<file path="config.mk">
export PLATFORM = sky130hd
export DESIGN_NAME = adc_result_format_and_input_select
export DESIGN_NICKNAME = d
export VERILOG_FILES = /design/src/inc/adc_sel_pkg.sv /design/src/rtl/adc_result_format_and_input_select.sv /design/src/rtl/result_aligner.sv /design/src/rtl/result_coder.sv
export VERILOG_INCLUDE_DIRS = /design/src /design/src/inc
export SDC_FILE = /design/constraint.sdc
export NUM_CORES = 1
export LEC_CHECK = 0
export ABC_AREA = 1
export BUFFER_PORTS_ARGS = -buffer_cell sky130_fd_sc_hd__buf_2
export CORE_UTILIZATION = 40
export DETAILED_ROUTE_END_ITERATION = 10
export HOLD_SLACK_MARGIN = 0.02
export SYNTH_ARGS = -nofsm -noshare
export SYNTH_HDL_FRONTEND = slang
export SYNTH_SLANG_ARGS = --single-unit
</file>
<file path="constraint.sdc">
create_clock -name mclk_i -period 1.6 [get_ports mclk_i]
set_input_delay 0.08 -clock mclk_i [delete_from_list [all_inputs] [get_ports mclk_i]]
set_output_delay 0.08 -clock mclk_i [all_outputs]
set_load 0.02 [all_outputs]
</file>
<file path="src/inc/adc_sel_regs.svh">
// Register offsets, field positions, reset values and codes of the input selection block
`ifndef ADC_SEL_REGS_SVH
`define ADC_SEL_REGS_SVH

// ==========================================================================
// Register offsets
`define OFS_INPUT_SELECT   4'h0
`define OFS_RESULT_LOW     4'h1
`define OFS_RESULT_HIGH    4'h2
`define OFS_IRQ_STATUS     4'h3
`define OFS_IRQ_MASK       4'h4
`define OFS_CONV_STATUS    4'h5

// ==========================================================================
// Field positions of the input selection register
`define REF_SEL_HI         7
`define REF_SEL_LO         6
`define LEFT_ADJ_BIT       5
`define CHAN_HI            4
`define CHAN_LO            0

// ==========================================================================
// Reset values and codes
`define INPUT_SELECT_RST   8'h00
`define CHAN_RST           5'h00
`define RESULT_RST         10'h000
`define BYTE_ZERO          8'h00
`define READ_ZERO          8'h00
`define REF_EXT_PIN        2'h0
`define REF_SUPPLY         2'h1
`define REF_RESERVED       2'h2
`define REF_INTERNAL       2'h3
`define CHAN_SE_LAST       5'h07
`define CHAN_DIFF_FIRST    5'h08
`define CHAN_DIFF_LAST     5'h1D
`define CHAN_SE_BANDGAP    5'h1E
`define CHAN_SE_GROUND     5'h1F
`define UNSIGNED_MAX       10'h3FF
`define SIGNED_MAX         10'h1FF
`define SIGNED_MIN         10'h200

`endif

</file>
<file path="src/inc/adc_sel_pkg.sv">
// Types of the converter input selection and result block
package adc_sel_pkg;

  // ========================================================================
  // Reference source decode
  typedef enum logic [3:0] {
    REF_OFF_EXT  = 4'b0001,
    REF_AVSUPPLY = 4'b0010,
    REF_NONE     = 4'b0100,
    REF_INT_BG   = 4'b1000
  } ref_source_t;

  // ========================================================================
  // Conversion phase
  typedef enum logic [1:0] {
    ST_IDLE = 2'b01,
    ST_BUSY = 2'b10
  } conv_state_t;

endpackage : adc_sel_pkg

</file>
<file path="src/rtl/adc_result_format_and_input_select.sv">
// Converter input selection register, result coding and result registers
//
// Overview of operation
// - Single-ended results are unsigned; 0x000 ground, 0x3FF reference less one step.
// - Differential results are two's complement from -512 up to +511.
// - In differential mode the top result bit is the sign; one means negative.
// - Finished result is held in two result bytes once the done flag rises.
// - Selection register is 8 bits RW, reset zero: ref 7:6, left 5, chan 4:0.
// - Reference change during a conversion applies only after it completes.
// - Reference code 00 pin, 01 supply, 10 reserved, 11 internal 2.56V.
// - Left-adjust one gives left-aligned result, zero gives right-aligned.
// - Left-adjust change realigns the result bytes at once, even mid-conversion.
// - Channel/gain code picks inputs; changes mid-conversion apply after completion.
// - Done flag is set when conversion ends and result bytes are updated.
//
// Decided for this implementation: the placing of the registers and strobed register access.
`timescale 1ns/1ps
`include "adc_sel_regs.svh"

module adc_result_format_and_input_select #(
  parameter int RES_W = 10,
  parameter int ADDR_W = 4
) (
  input  wire logic              mclk_i,
  input  wire logic              rst_n_i,
  input  wire logic              clk_en_i,
  input  wire logic [ADDR_W-1:0] addr_i,
  input  wire logic [7:0]        wdata_i,
  input  wire logic              wr_i,
  input  wire logic              rd_i,
  output logic [7:0]             rdata_o,
  input  wire logic              conv_start_i,
  input  wire logic              conv_end_i,
  input  wire logic signed [RES_W:0] raw_i,
  output logic                   conv_busy_o,
  output adc_sel_pkg::ref_source_t ref_source_o,
  output logic [4:0]             channel_gain_select_o,
  output logic                   differential_o,
  output logic                   irq_o
);
  import adc_sel_pkg::*;

  // ========================================================================
  // State
  typedef struct packed {
    logic [7:0]       input_select_reg;
    logic [1:0]       ref_active;
    logic [4:0]       chan_active;
    logic [RES_W-1:0] result;
    logic             conversion_done_flag;
    logic             irq_mask;
    conv_state_t      state;
    logic [7:0]       rdata;
  } state_t;

  state_t cur;
  state_t next_cur;
  logic [RES_W-1:0] coded;
  logic [7:0]       result_low_byte;
  logic [7:0]       result_high_byte;
  logic             diff_active;
  logic             wr_sel;

  // ========================================================================
  // Differential decode of the applied channel code
  always_comb
  begin
    diff_active = (cur.chan_active >= `CHAN_DIFF_FIRST) &&
                  (cur.chan_active <= `CHAN_DIFF_LAST);
  end

  result_coder #(
    .RES_W (RES_W)
  ) u_coder (
    .differential_i (diff_active),
    .raw_i          (raw_i),
    .code_o         (coded)
  );

  result_aligner #(
    .RES_W (RES_W)
  ) u_align (
    .result_i      (cur.result),
    .left_adjust_i (cur.input_select_reg[`LEFT_ADJ_BIT]),
    .low_o         (result_low_byte),
    .high_o        (result_high_byte)
  );

  // ========================================================================
  // Next state
  always_comb
  begin
    next_cur = cur;
    wr_sel   = wr_i && (addr_i == `OFS_INPUT_SELECT);
    if (wr_sel)
      next_cur.input_select_reg = wdata_i;
    else if (wr_i && (addr_i == `OFS_IRQ_MASK))
      next_cur.irq_mask = wdata_i[0];

    case (cur.state)
      ST_IDLE:
      begin
        next_cur.ref_active  = wr_sel ? wdata_i[`REF_SEL_HI:`REF_SEL_LO]
                                      : cur.input_select_reg[`REF_SEL_HI:`REF_SEL_LO];
        next_cur.chan_active = wr_sel ? wdata_i[`CHAN_HI:`CHAN_LO]
                                      : cur.input_select_reg[`CHAN_HI:`CHAN_LO];
        if (conv_start_i)
          next_cur.state = ST_BUSY;
      end
      ST_BUSY:
      begin
        if (conv_end_i)
        begin
          next_cur.result = coded;
          next_cur.state  = ST_IDLE;
        end
      end
      default:
        next_cur.state = ST_IDLE;
    endcase

    if (wr_i && (addr_i == `OFS_IRQ_STATUS) && wdata_i[0])
      next_cur.conversion_done_flag = 1'b0;
    if ((cur.state == ST_BUSY) && conv_end_i)
      next_cur.conversion_done_flag = 1'b1;

    // Register read, valid one cycle later
    next_cur.rdata = `READ_ZERO;
    if (rd_i)
    begin
      if (addr_i == `OFS_INPUT_SELECT)
        next_cur.rdata = cur.input_select_reg;
      else if (addr_i == `OFS_RESULT_LOW)
        next_cur.rdata = result_low_byte;
      else if (addr_i == `OFS_RESULT_HIGH)
        next_cur.rdata = result_high_byte;
      else if (addr_i == `OFS_IRQ_STATUS)
        next_cur.rdata = {7'h00, cur.conversion_done_flag};
      else if (addr_i == `OFS_IRQ_MASK)
        next_cur.rdata = {7'h00, cur.irq_mask};
      else if (addr_i == `OFS_CONV_STATUS)
        next_cur.rdata = {7'h00, cur.state == ST_BUSY};
      else
        next_cur.rdata = `READ_ZERO;
    end
  end

  // ========================================================================
  // Registers
  always_ff @(posedge mclk_i)
  begin
    if (!rst_n_i)
    begin
      cur.input_select_reg     <= `INPUT_SELECT_RST;
      cur.ref_active           <= `REF_EXT_PIN;
      cur.chan_active          <= `CHAN_RST;
      cur.result               <= `RESULT_RST;
      cur.conversion_done_flag <= 1'b0;
      cur.irq_mask             <= 1'b0;
      cur.state                <= ST_IDLE;
      cur.rdata                <= `READ_ZERO;
    end
    else if (clk_en_i)
      cur <= next_cur;
  end

  // ========================================================================
  // Outputs
  always_comb
  begin
    case (cur.ref_active)
      `REF_EXT_PIN:  ref_source_o = REF_OFF_EXT;
      `REF_SUPPLY:   ref_source_o = REF_AVSUPPLY;
      `REF_INTERNAL: ref_source_o = REF_INT_BG;
      default:       ref_source_o = REF_NONE;
    endcase
  end

  assign rdata_o               = cur.rdata;
  assign conv_busy_o           = (cur.state == ST_BUSY);
  assign channel_gain_select_o = cur.chan_active;
  assign differential_o        = diff_active;
  assign irq_o                 = cur.conversion_done_flag & cur.irq_mask;

endmodule : adc_result_format_and_input_select

</file>
<file path="src/rtl/result_aligner.sv">
// Result alignment into high and low bytes
`timescale 1ns/1ps
`include "adc_sel_regs.svh"

module result_aligner #(
  parameter int RES_W = 10
) (
  input  wire logic [RES_W-1:0] result_i,
  input  wire logic             left_adjust_i,
  output logic [7:0]            low_o,
  output logic [7:0]            high_o
);
  import adc_sel_pkg::*;

  // ========================================================================
  // Byte placement
  always_comb
  begin
    if (left_adjust_i)
    begin
      // bits 9:2 high, 1:0 top of low
      high_o = result_i[RES_W-1:RES_W-8];
      low_o  = {result_i[RES_W-9:0], {(16-RES_W){1'b0}}};
    end
    else
    begin
      high_o = {{(16-RES_W){1'b0}}, result_i[RES_W-1:8]};
      low_o  = result_i[7:0];
    end
  end

endmodule : result_aligner

</file>
<file path="src/rtl/result_coder.sv">
// Result coding: clamp raw value as unsigned or two's complement
`timescale 1ns/1ps
`include "adc_sel_regs.svh"

module result_coder #(
  parameter int RES_W = 10
) (
  input  wire logic             differential_i,
  input  wire logic signed [RES_W:0] raw_i,
  output logic [RES_W-1:0]      code_o
);
  import adc_sel_pkg::*;

  // ========================================================================
  // Clamp to coding range
  always_comb
  begin
    if (differential_i)
    begin
      if (raw_i > $signed({1'b0, `SIGNED_MAX}))
        code_o = `SIGNED_MAX;
      else if (raw_i < -$signed({1'b0, `SIGNED_MIN}))
        code_o = `SIGNED_MIN;
      else
        code_o = raw_i[RES_W-1:0];
    end
    else
    begin
      if (raw_i[RES_W])
        code_o = `RESULT_RST;
      else
        code_o = raw_i[RES_W-1:0];
    end
  end

endmodule : result_coder
</file>
==> flow_summary.yaml, run 1 <==
status:
  status: "finished clean"
yosys:
  ys.flop_type: "dfxtp_1"
  synth_cell_types: 29
  synthTopCellsByArea: "dfxtp_1, nand2_1, a21oi_1, inv_1, o21ai_0"
  synth_nets: 338
  synth.largest_area_cell: "dfxtp_1"
  synthArstFlopShare_pct: 0
  postSynthAreaPerCell_um2: 6.93
  synth.ff_latch_count: 37
  synth_warnings: 0
  netlist_instances: 308
  yosysSeqAreaShare_pct: 34.7
  synth_edf_count: 0
  syn_area_um2: 2140
  synth_top_area_share_pct: 34.7
cells_and_area:
  drive_above_1_share_pct: 24.8
  fillerInstances: 563
  mostFrequentLayoutCells: "nand2_1, buf_2, dfxtp_1, inv_1, a21oi_1"
  num_antenna_cells: 0
  layout_commonest_cell: "nand2_1"
  areaGrowthSynthToFinish_pct: 12.5
  nNetsFinal: 372
grt:
  grt_max_degree: 20
  grt_usage_pct: 19.2
  grt_pass1_wl_um: 8080
  antenna_found_initial: 0
  grt_pass1_vias: 1684
  grt_overflow: 0
clocking:
  htreeDepth: 2
  cts_num_sinks: 37
  cts_setup_buffers: 0
  tritoncts: "done"
  cts_buffers: 5
  cts_root_buf: "clkbuf_8"
  ctsResizeCount: 0
  cts.clk_slew.worst_paths_ns: 0.09
  clk_latency_ns: 0.30
  cts_hold_buf: 0
  clockBufferDepth: 2
worst_hold_path:
  hold_depth: 3
  min_from: "wdata_i[0]"
  hold_class: "in -> reg"
  holdPathEnd: "cur[10]"
worst_setup_path:
  crit_path_end_kind: "output pin"
  cp_data_arrival_time_ns: 1.36
  start_kind: "flip-flop"
  reg2reg_from: "cur[8]"
  r2r_setup_slack_ns: 0.40
  path_class: "reg -> out"
  path_max_fanout: 11
  r2r_cells: 7
  required_ns: 1.52
  r2r-end: "cur[21]"
sta:
  hold_violations: 0
  period_needed_ns: 1.44
  rsz0062_at_grt: "false"
  period_share_pct: 90.0
  relSlewSlack_pct: 69.1
  setup-tns-final_ns: 0
  final.setup_skew_ns: 0.0134
  max_clock_freq_ghz: 0.694
  drv_slew: 0
  tightestPinTransition_ns: 0.461
  setup_violations: 0
placement:
  dp_hpwl_um: 3620
  port-buffer-count: 49
  place.gp.congestion: 0.830
routing:
  viasPerCell: 4.84
  vias: 1998
  wl_um: 4970
  ant_nets: 0
  drcViolationCount: 0
  wl_per_cell_um: 12.0
  drt-pass1-iter-count: 4
  drtIter0Drc: 82
die:
  dieWidth_um: 75.1
  start_util_pct: 41.6
  rows: 26
  io_pins: 50
  die_area_um2: 5640
  die_h_um: 75.1
  core_um2: 5140
power_and_ir_drop:
  power.total_uw: 1970
  leakagePower_uw: 0.00116
  power.density_nw_per_um2: 820
  irDropWorstVdd_uv: 465
flow_run:
  maxCapViolCount: 0
-- logic make-up (layout without fill, tap and decap cells) --
group / count (synthesis) / count (layout) / synth area share [%]
simple gates: 108 / 108 / 23.0
compound gates: 93 / 93 / 26.1
buf+inv: 70 / 105 / 16.2
flops: 37 / 37 / 34.7
-- worst max-delay path, cell delays in order, from the launching register on --
cell	delay, ns
dfxtp_1	0.34
o21ai_0	0.26
inv_1	0.24
buf_2	0.22
-- area by class of cell --
type / instances / area (um^2) / share of cell area [%]
multi-input cells: 201 / 1050 / 43.6
clock inverters: 3 / 17.5 / 0.729
well taps: 70 / 87.6 / 3.64
repair buffers: 53 / 275 / 11.5
inverters: 44 / 165 / 6.87
flip-flops and latches: 37 / 741 / 30.8
clock buffers: 5 / 68.8 / 2.86
-- where the power goes --
part	internal, uW	switching [uW]
combinational	115	219
sequential	954	23.9
clock	301	360
total	1370	603
-- worst max path at each step --
stage                        startpoint                        to  slack [ns]  depth (start not counted)
3_3_place_gp                  addr_i[3]  channel_gain_select_o[0]        0.35                          8
5_1_grt        channel_gain_select_o[4]            differential_o        0.09                          4
3_5_place_dp                  addr_i[3]  channel_gain_select_o[0]        0.33                          8
2_1_floorplan                    cur[8]                   cur[20]        0.45                          7
4_1_cts        channel_gain_select_o[4]            differential_o        0.12                          3
6_report       channel_gain_select_o[4]            differential_o        0.16                          3
-- layer usage --
metal / up-vias / GRT usage, % / routed length [um]
met4: 0 / 5.87 / 46
li1: 1058 / - / -
met1: 888 / 27.6 / 2600
met2: 48 / 27.9 / 2140
met3: 4 / 4.95 / 185
met5: - / 0 / 0
-- per-stage QoR --
stage	utilization [%]	instance area [um^2]	std cells	setup WS, ns	hold slack, ns
5_1_grt	46.8	2400	413	0.0868	0.0628
3_3_place_gp	45.1	2320	405	0.355	0.370
2_1_floorplan	-	2140	308	0.455	0.218
4_1_cts	46.8	2400	413	0.124	0.0510
3_5_place_dp	45.1	2320	405	0.334	0.370
6_report	46.8	2400	413	0.160	0.0572
-- Yosys cell counts (3+ instances only) --
cell type	number
nor2_2	3
inv_1	36
o211ai_1	11
buf_4	14
o21bai_1	4
buf_2	6
buf_6	3
a21oi_1	33
inv_2	6
o21ai_0	24
nand3_1	15
a211oi_2	6
nand2_1	53
dfxtp_1	37
nor2_4	5
nor2_1	25
o21ai_1	12
-- registers in the layout, summed over array words and instances (netlist names) --
signal / count
rdata_o: 8
channel_gain_select_o: 5
cur: 24
(Power assumes the default switching activity.)
==> run 2, diff against run 1 <==
Settings changed: CORE_MARGIN set to 3, CTS_BUF_LIST set to sky130_fd_sc_hd__clkbuf_16.
Clock period 1.6 ns to 1.84 ns, I/O delays scaled along.
==> flow_summary.yaml, run 2 (synthesis results as in run 1) <==
sta:
  relSlewSlack_pct: 68.5
  setup_violations: 0
  drv_slew: 0
  period_needed_ns: 1.42
  rsz0062_at_grt: "false"
  hold_violations: 0
  setup-tns-final_ns: 0
  tightestPinTransition_ns: 0.469
  max_clock_freq_ghz: 0.702
  final.setup_skew_ns: 0.00290
  period_share_pct: 77.4
die:
  start_util_pct: 43.2
  io_pins: 50
  rows: 25
  core_um2: 4940
  die_area_um2: 6250
  dieWidth_um: 79.1
  die_h_um: 79.1
clocking:
  tritoncts: "done"
  htreeDepth: 2
  clk_latency_ns: 0.28
  ctsResizeCount: 0
  cts_setup_buffers: 0
  cts_hold_buf: 0
  cts_root_buf: "clkbuf_16"
  cts_buffers: 5
  cts_num_sinks: 37
  clockBufferDepth: 2
  cts.clk_slew.worst_paths_ns: 0.06
routing:
  vias: 2008
  drt-pass1-iter-count: 4
  wl_met3_um: 329
  ant_nets: 0
  wl_per_cell_um: 12.4
  viasPerCell: 4.92
  wl_um: 5080
  drtIter0Drc: 146
  drcViolationCount: 0
  drt-met1-wl_um: 2560
  top_layer_used: "met4"
  wl_met2_um: 2150
worst_setup_path:
  start_kind: "flip-flop"
  path_class: "reg -> out"
  required_ns: 1.75
  cp_data_arrival_time_ns: 1.33
  crit_path_end_kind: "output pin"
  path_max_fanout: 11
grt:
  grt_usage_pct: 16.9
  grt_pass1_vias: 1748
  grt_pass1_wl_um: 8450
  grt_overflow: 0
  antenna_found_initial: 0
  grt_max_degree: 20
cells_and_area:
  final_cells: 408
  drive_above_1_share_pct: 24.0
  num_antenna_cells: 0
  largest_reg_flops: 24
  mostFrequentLayoutCells: "nand2_1, buf_2, dfxtp_1, inv_1, a21oi_1"
  regMostFlops: "cur"
  nNetsFinal: 370
  layout_commonest_cell: "nand2_1"
  fillerInstances: 532
  areaGrowthSynthToFinish_pct: 15.4
placement:
  dp_cells: 400
  port-buffer-count: 49
  place.gp.congestion: 0.841
  dp_hpwl_um: 3870
flow_run:
  maxCapViolCount: 0
worst_hold_path:
  hold_class: "in -> reg"
status:
  status: "finished clean"
power_and_ir_drop:
  leakagePower_uw: 0.00119
  irDropWorstVdd_uv: 568
  power.density_nw_per_um2: 854
## run 2: changes by cell type in the layout (fill, tap and decap cells not counted)
cell | before | now
bufinv_16 | 0 | 1
clkbuf_8 | 5 | 0
clkinv_1 | 2 | 3
clkbuf_16 | 0 | 5
clkinv_2 | 2 | 0
buf_4 | 4 | 2
## run 2: area by class of cell
cell class,instances,area [um^2],area share [%]
multi-input combinational,201,1050,42.5
timing repair buffer,51,260,10.6
inverter,44,165,6.70
clock buffer,5,125,5.08
tap,67,83.8,3.40
sequential,37,741,30.1
clock inverter,3,41.3,1.68
## run 2: per-layer routing
metal	global-route usage, %	vias to the layer above
met5	0	-
met1	24.9	884
met2	24.6	59
met4	5.15	0
li1	-	1061
met3	3.63	4
## run 2: path summary, 6_finish.rpt
| check | startpoint | end | slack (ns) | cells after the start |
|---|---|---|---|---|
| setup / recovery | channel_gain_select_o[4] | differential_o | 0.42 | 3 |
| hold / removal | raw_i[10] | cur[21] | 0.09 | 3 |
| setup reg to reg | cur[34] | rdata_o[6] | 0.42 | 7 |
| hold reg to reg | rdata_o[3] | rdata_o[3] | 0.46 | 2 |
## run 2: worst max-delay path, stage by stage, from the launching register on
cell     delay [ns]
dfxtp_1        0.33
o21ai_0        0.26
inv_1          0.24
buf_2          0.22
## run 2: power by group
part           internal, uW  total, uW  switching [uW]
Sequential              831        851            20.3
Clock                   634        966             332
Combinational          98.2        287             189
## run 2: through the flow
stage	hold WS [ns]	area (um^2)	power, uW	util (%)	setup slack, ns
6_report	0.0921	2460	2100	49.9	0.416
5_1_grt	0.104	2460	2200	49.9	0.273
4_1_cts	0.0897	2460	2120	49.9	0.385
3_5_place_dp	0.383	2300	1160	46.5	0.437
3_3_place_gp	0.385	2300	1160	46.5	0.434
2_1_floorplan	0.230	2140	1080	-	0.695
==> run 3, diff against run 2 <==
Clock period 1.84 ns to 1.5 ns, I/O delays scaled along.
==> flow_summary.yaml, run 3 (synthesis results as in run 1) <==
clocking:
  cts_setup_buffers: 0
  cts_buffers: 5
  cts.clk_slew.worst_paths_ns: 0.05
  cts_root_buf: "clkbuf_16"
  clockBufferDepth: 2
  ctsResizeCount: 0
  cts_num_sinks: 37
  cts_hold_buf: 0
  htreeDepth: 2
  clk_latency_ns: 0.28
  tritoncts: "done"
power_and_ir_drop:
  combPwrFrac_pct: 13.9
  seqPwrFrac_pct: 40.8
  leakagePower_uw: 0.00120
  power.density_nw_per_um2: 1030
  switchingPower_uw: 645
  irDropWorstVdd_uv: 572
  internal_power_uw: 1910
  netSwitchingFraction_pct: 25.2
  p_clk_share_pct: 45.3
cells_and_area:
  layout_commonest_cell: "nand2_1"
  drive_above_1_share_pct: 24.2
  fin_util_pct: 50.1
  multi_input_area_um2: 1050
  fillerInstances: 531
  largest_reg_flops: 24
  seq_area_um2: 741
  num_antenna_cells: 0
  design_area_um2: 2480
  areaGrowthSynthToFinish_pct: 15.9
  regMostFlops: "cur"
  mostFrequentLayoutCells: "nand2_1, buf_2, inv_1, dfxtp_1, a21oi_1"
  nNetsFinal: 372
die:
  die_h_um: 79.1
  rows: 25
  die_area_um2: 6250
  core_um2: 4940
  io_pins: 50
  dieWidth_um: 79.1
  start_util_pct: 43.2
routing:
  wl_per_cell_um: 12.1
  viasPerCell: 4.86
  wl_met2_um: 2140
  drt-met1-wl_um: 2570
  vias: 1993
  drcViolationCount: 0
  top_layer_used: "met4"
  drtIter0Drc: 77
  ant_nets: 0
  wl_met3_um: 236
  drt-pass1-iter-count: 4
  wl_um: 4980
worst_setup_path:
  path_class: "reg -> out"
  r2r-end: "rdata_o[6]"
  critPathSlowestCell: "dfxtp_1"
  r2r_cells: 7
  critPathMaxStageDelay_ns: 0.33
  r2r_setup_slack_ns: 0.28
  path_cells: "nand4_1, o21ai_0, inv_1, buf_2"
  start_kind: "flip-flop"
  crit_path_end_kind: "output pin"
  required_ns: 1.42
  reg2reg_from: "cur[34]"
  cp_data_arrival_time_ns: 1.31
  path_max_fanout: 11
placement:
  port-buffer-count: 49
  postPlaceCellArea_um2: 2310
  dp_hpwl_um: 3820
  place.gp.congestion: 0.869
flow_run:
  maxCapViolCount: 0
sta:
  setup-tns-final_ns: 0
  whs_ns: 0.0564
  hold_violations: 0
  relSlewSlack_pct: 69.1
  drv_slew: 0
  period_needed_ns: 1.39
  max_clock_freq_ghz: 0.719
  rsz0062_at_grt: "false"
  final.setup_skew_ns: 0.00203
  setup_violations: 0
  period_share_pct: 92.7
  tightestPinTransition_ns: 0.460
grt:
  grt_max_degree: 20
  grt_pass1_vias: 1819
  antenna_found_initial: 0
  grt_usage_pct: 16.7
  grt_overflow: 0
  grt_pass1_wl_um: 8380
worst_hold_path:
  hold_class: "in -> reg"
  holdPathEnd: "cur[29]"
  hold_depth: 3
  min_from: "rst_n_i"
status:
  status: "finished clean"
[run 3: worst max path at each step]
| stage | from | to | slack (ns) | cells after the start |
|---|---|---|---|---|
| after floorplan | cur[8] | cur[20] | 0.35 | 7 |
| after global placement | addr_i[3] | channel_gain_select_o[4] | 0.23 | 7 |
| after detailed placement | addr_i[3] | channel_gain_select_o[4] | 0.23 | 7 |
| after CTS | channel_gain_select_o[3] | differential_o | 0.1 | 4 |
| after global routing | channel_gain_select_o[3] | differential_o | 0.04 | 4 |
| final | channel_gain_select_o[3] | differential_o | 0.11 | 4 |
[run 3: layout make-up]
cell class	count	share of cell area (%)
well taps	67	3.39
clock buffers	5	5.05
flip-flops and latches	37	29.9
repair buffers	53	11.1
clock inverters	3	1.52
inverters	44	6.67
multi-input cells	201	42.3
[run 3: worst max-delay path, delay by kind of cell (launching register included)]
kind,cells,cell delay (ns)
AOI/OAI and AO/OA,1,0.12
buffers and inverters,2,0.50
DFF,1,0.33
and+or+nand+nor,1,0.08
[run 3: power by group through the flow]
stage	clock network [uW]	logic (uW)	registers, uW
3_3_place_gp	0	354	1070
3_5_place_dp	0	355	1070
4_1_cts	1180	357	1040
5_1_grt	1250	395	1050
2_1_floorplan	0	262	1060
6_report	1160	355	1040
[run 3: metrics by stage]
stage | cells | power, uW | setup WS (ns)
after floorplan | 308 | 1320 | 0.355
after global placement | 402 | 1420 | 0.234
after detailed placement | 402 | 1420 | 0.227
after CTS | 410 | 2590 | 0.0965
after global routing | 410 | 2690 | 0.0352
final | 410 | 2560 | 0.110
[run 3: routing by layer]
| metal | up-vias | global-route usage [%] |
|---|---|---|
| li1 | 1066 | - |
| met1 | 879 | 23.7 |
| met2 | 44 | 25.4 |
| met3 | 4 | 4.08 |
| met4 | 0 | 4.12 |
| met5 | - | 0 |
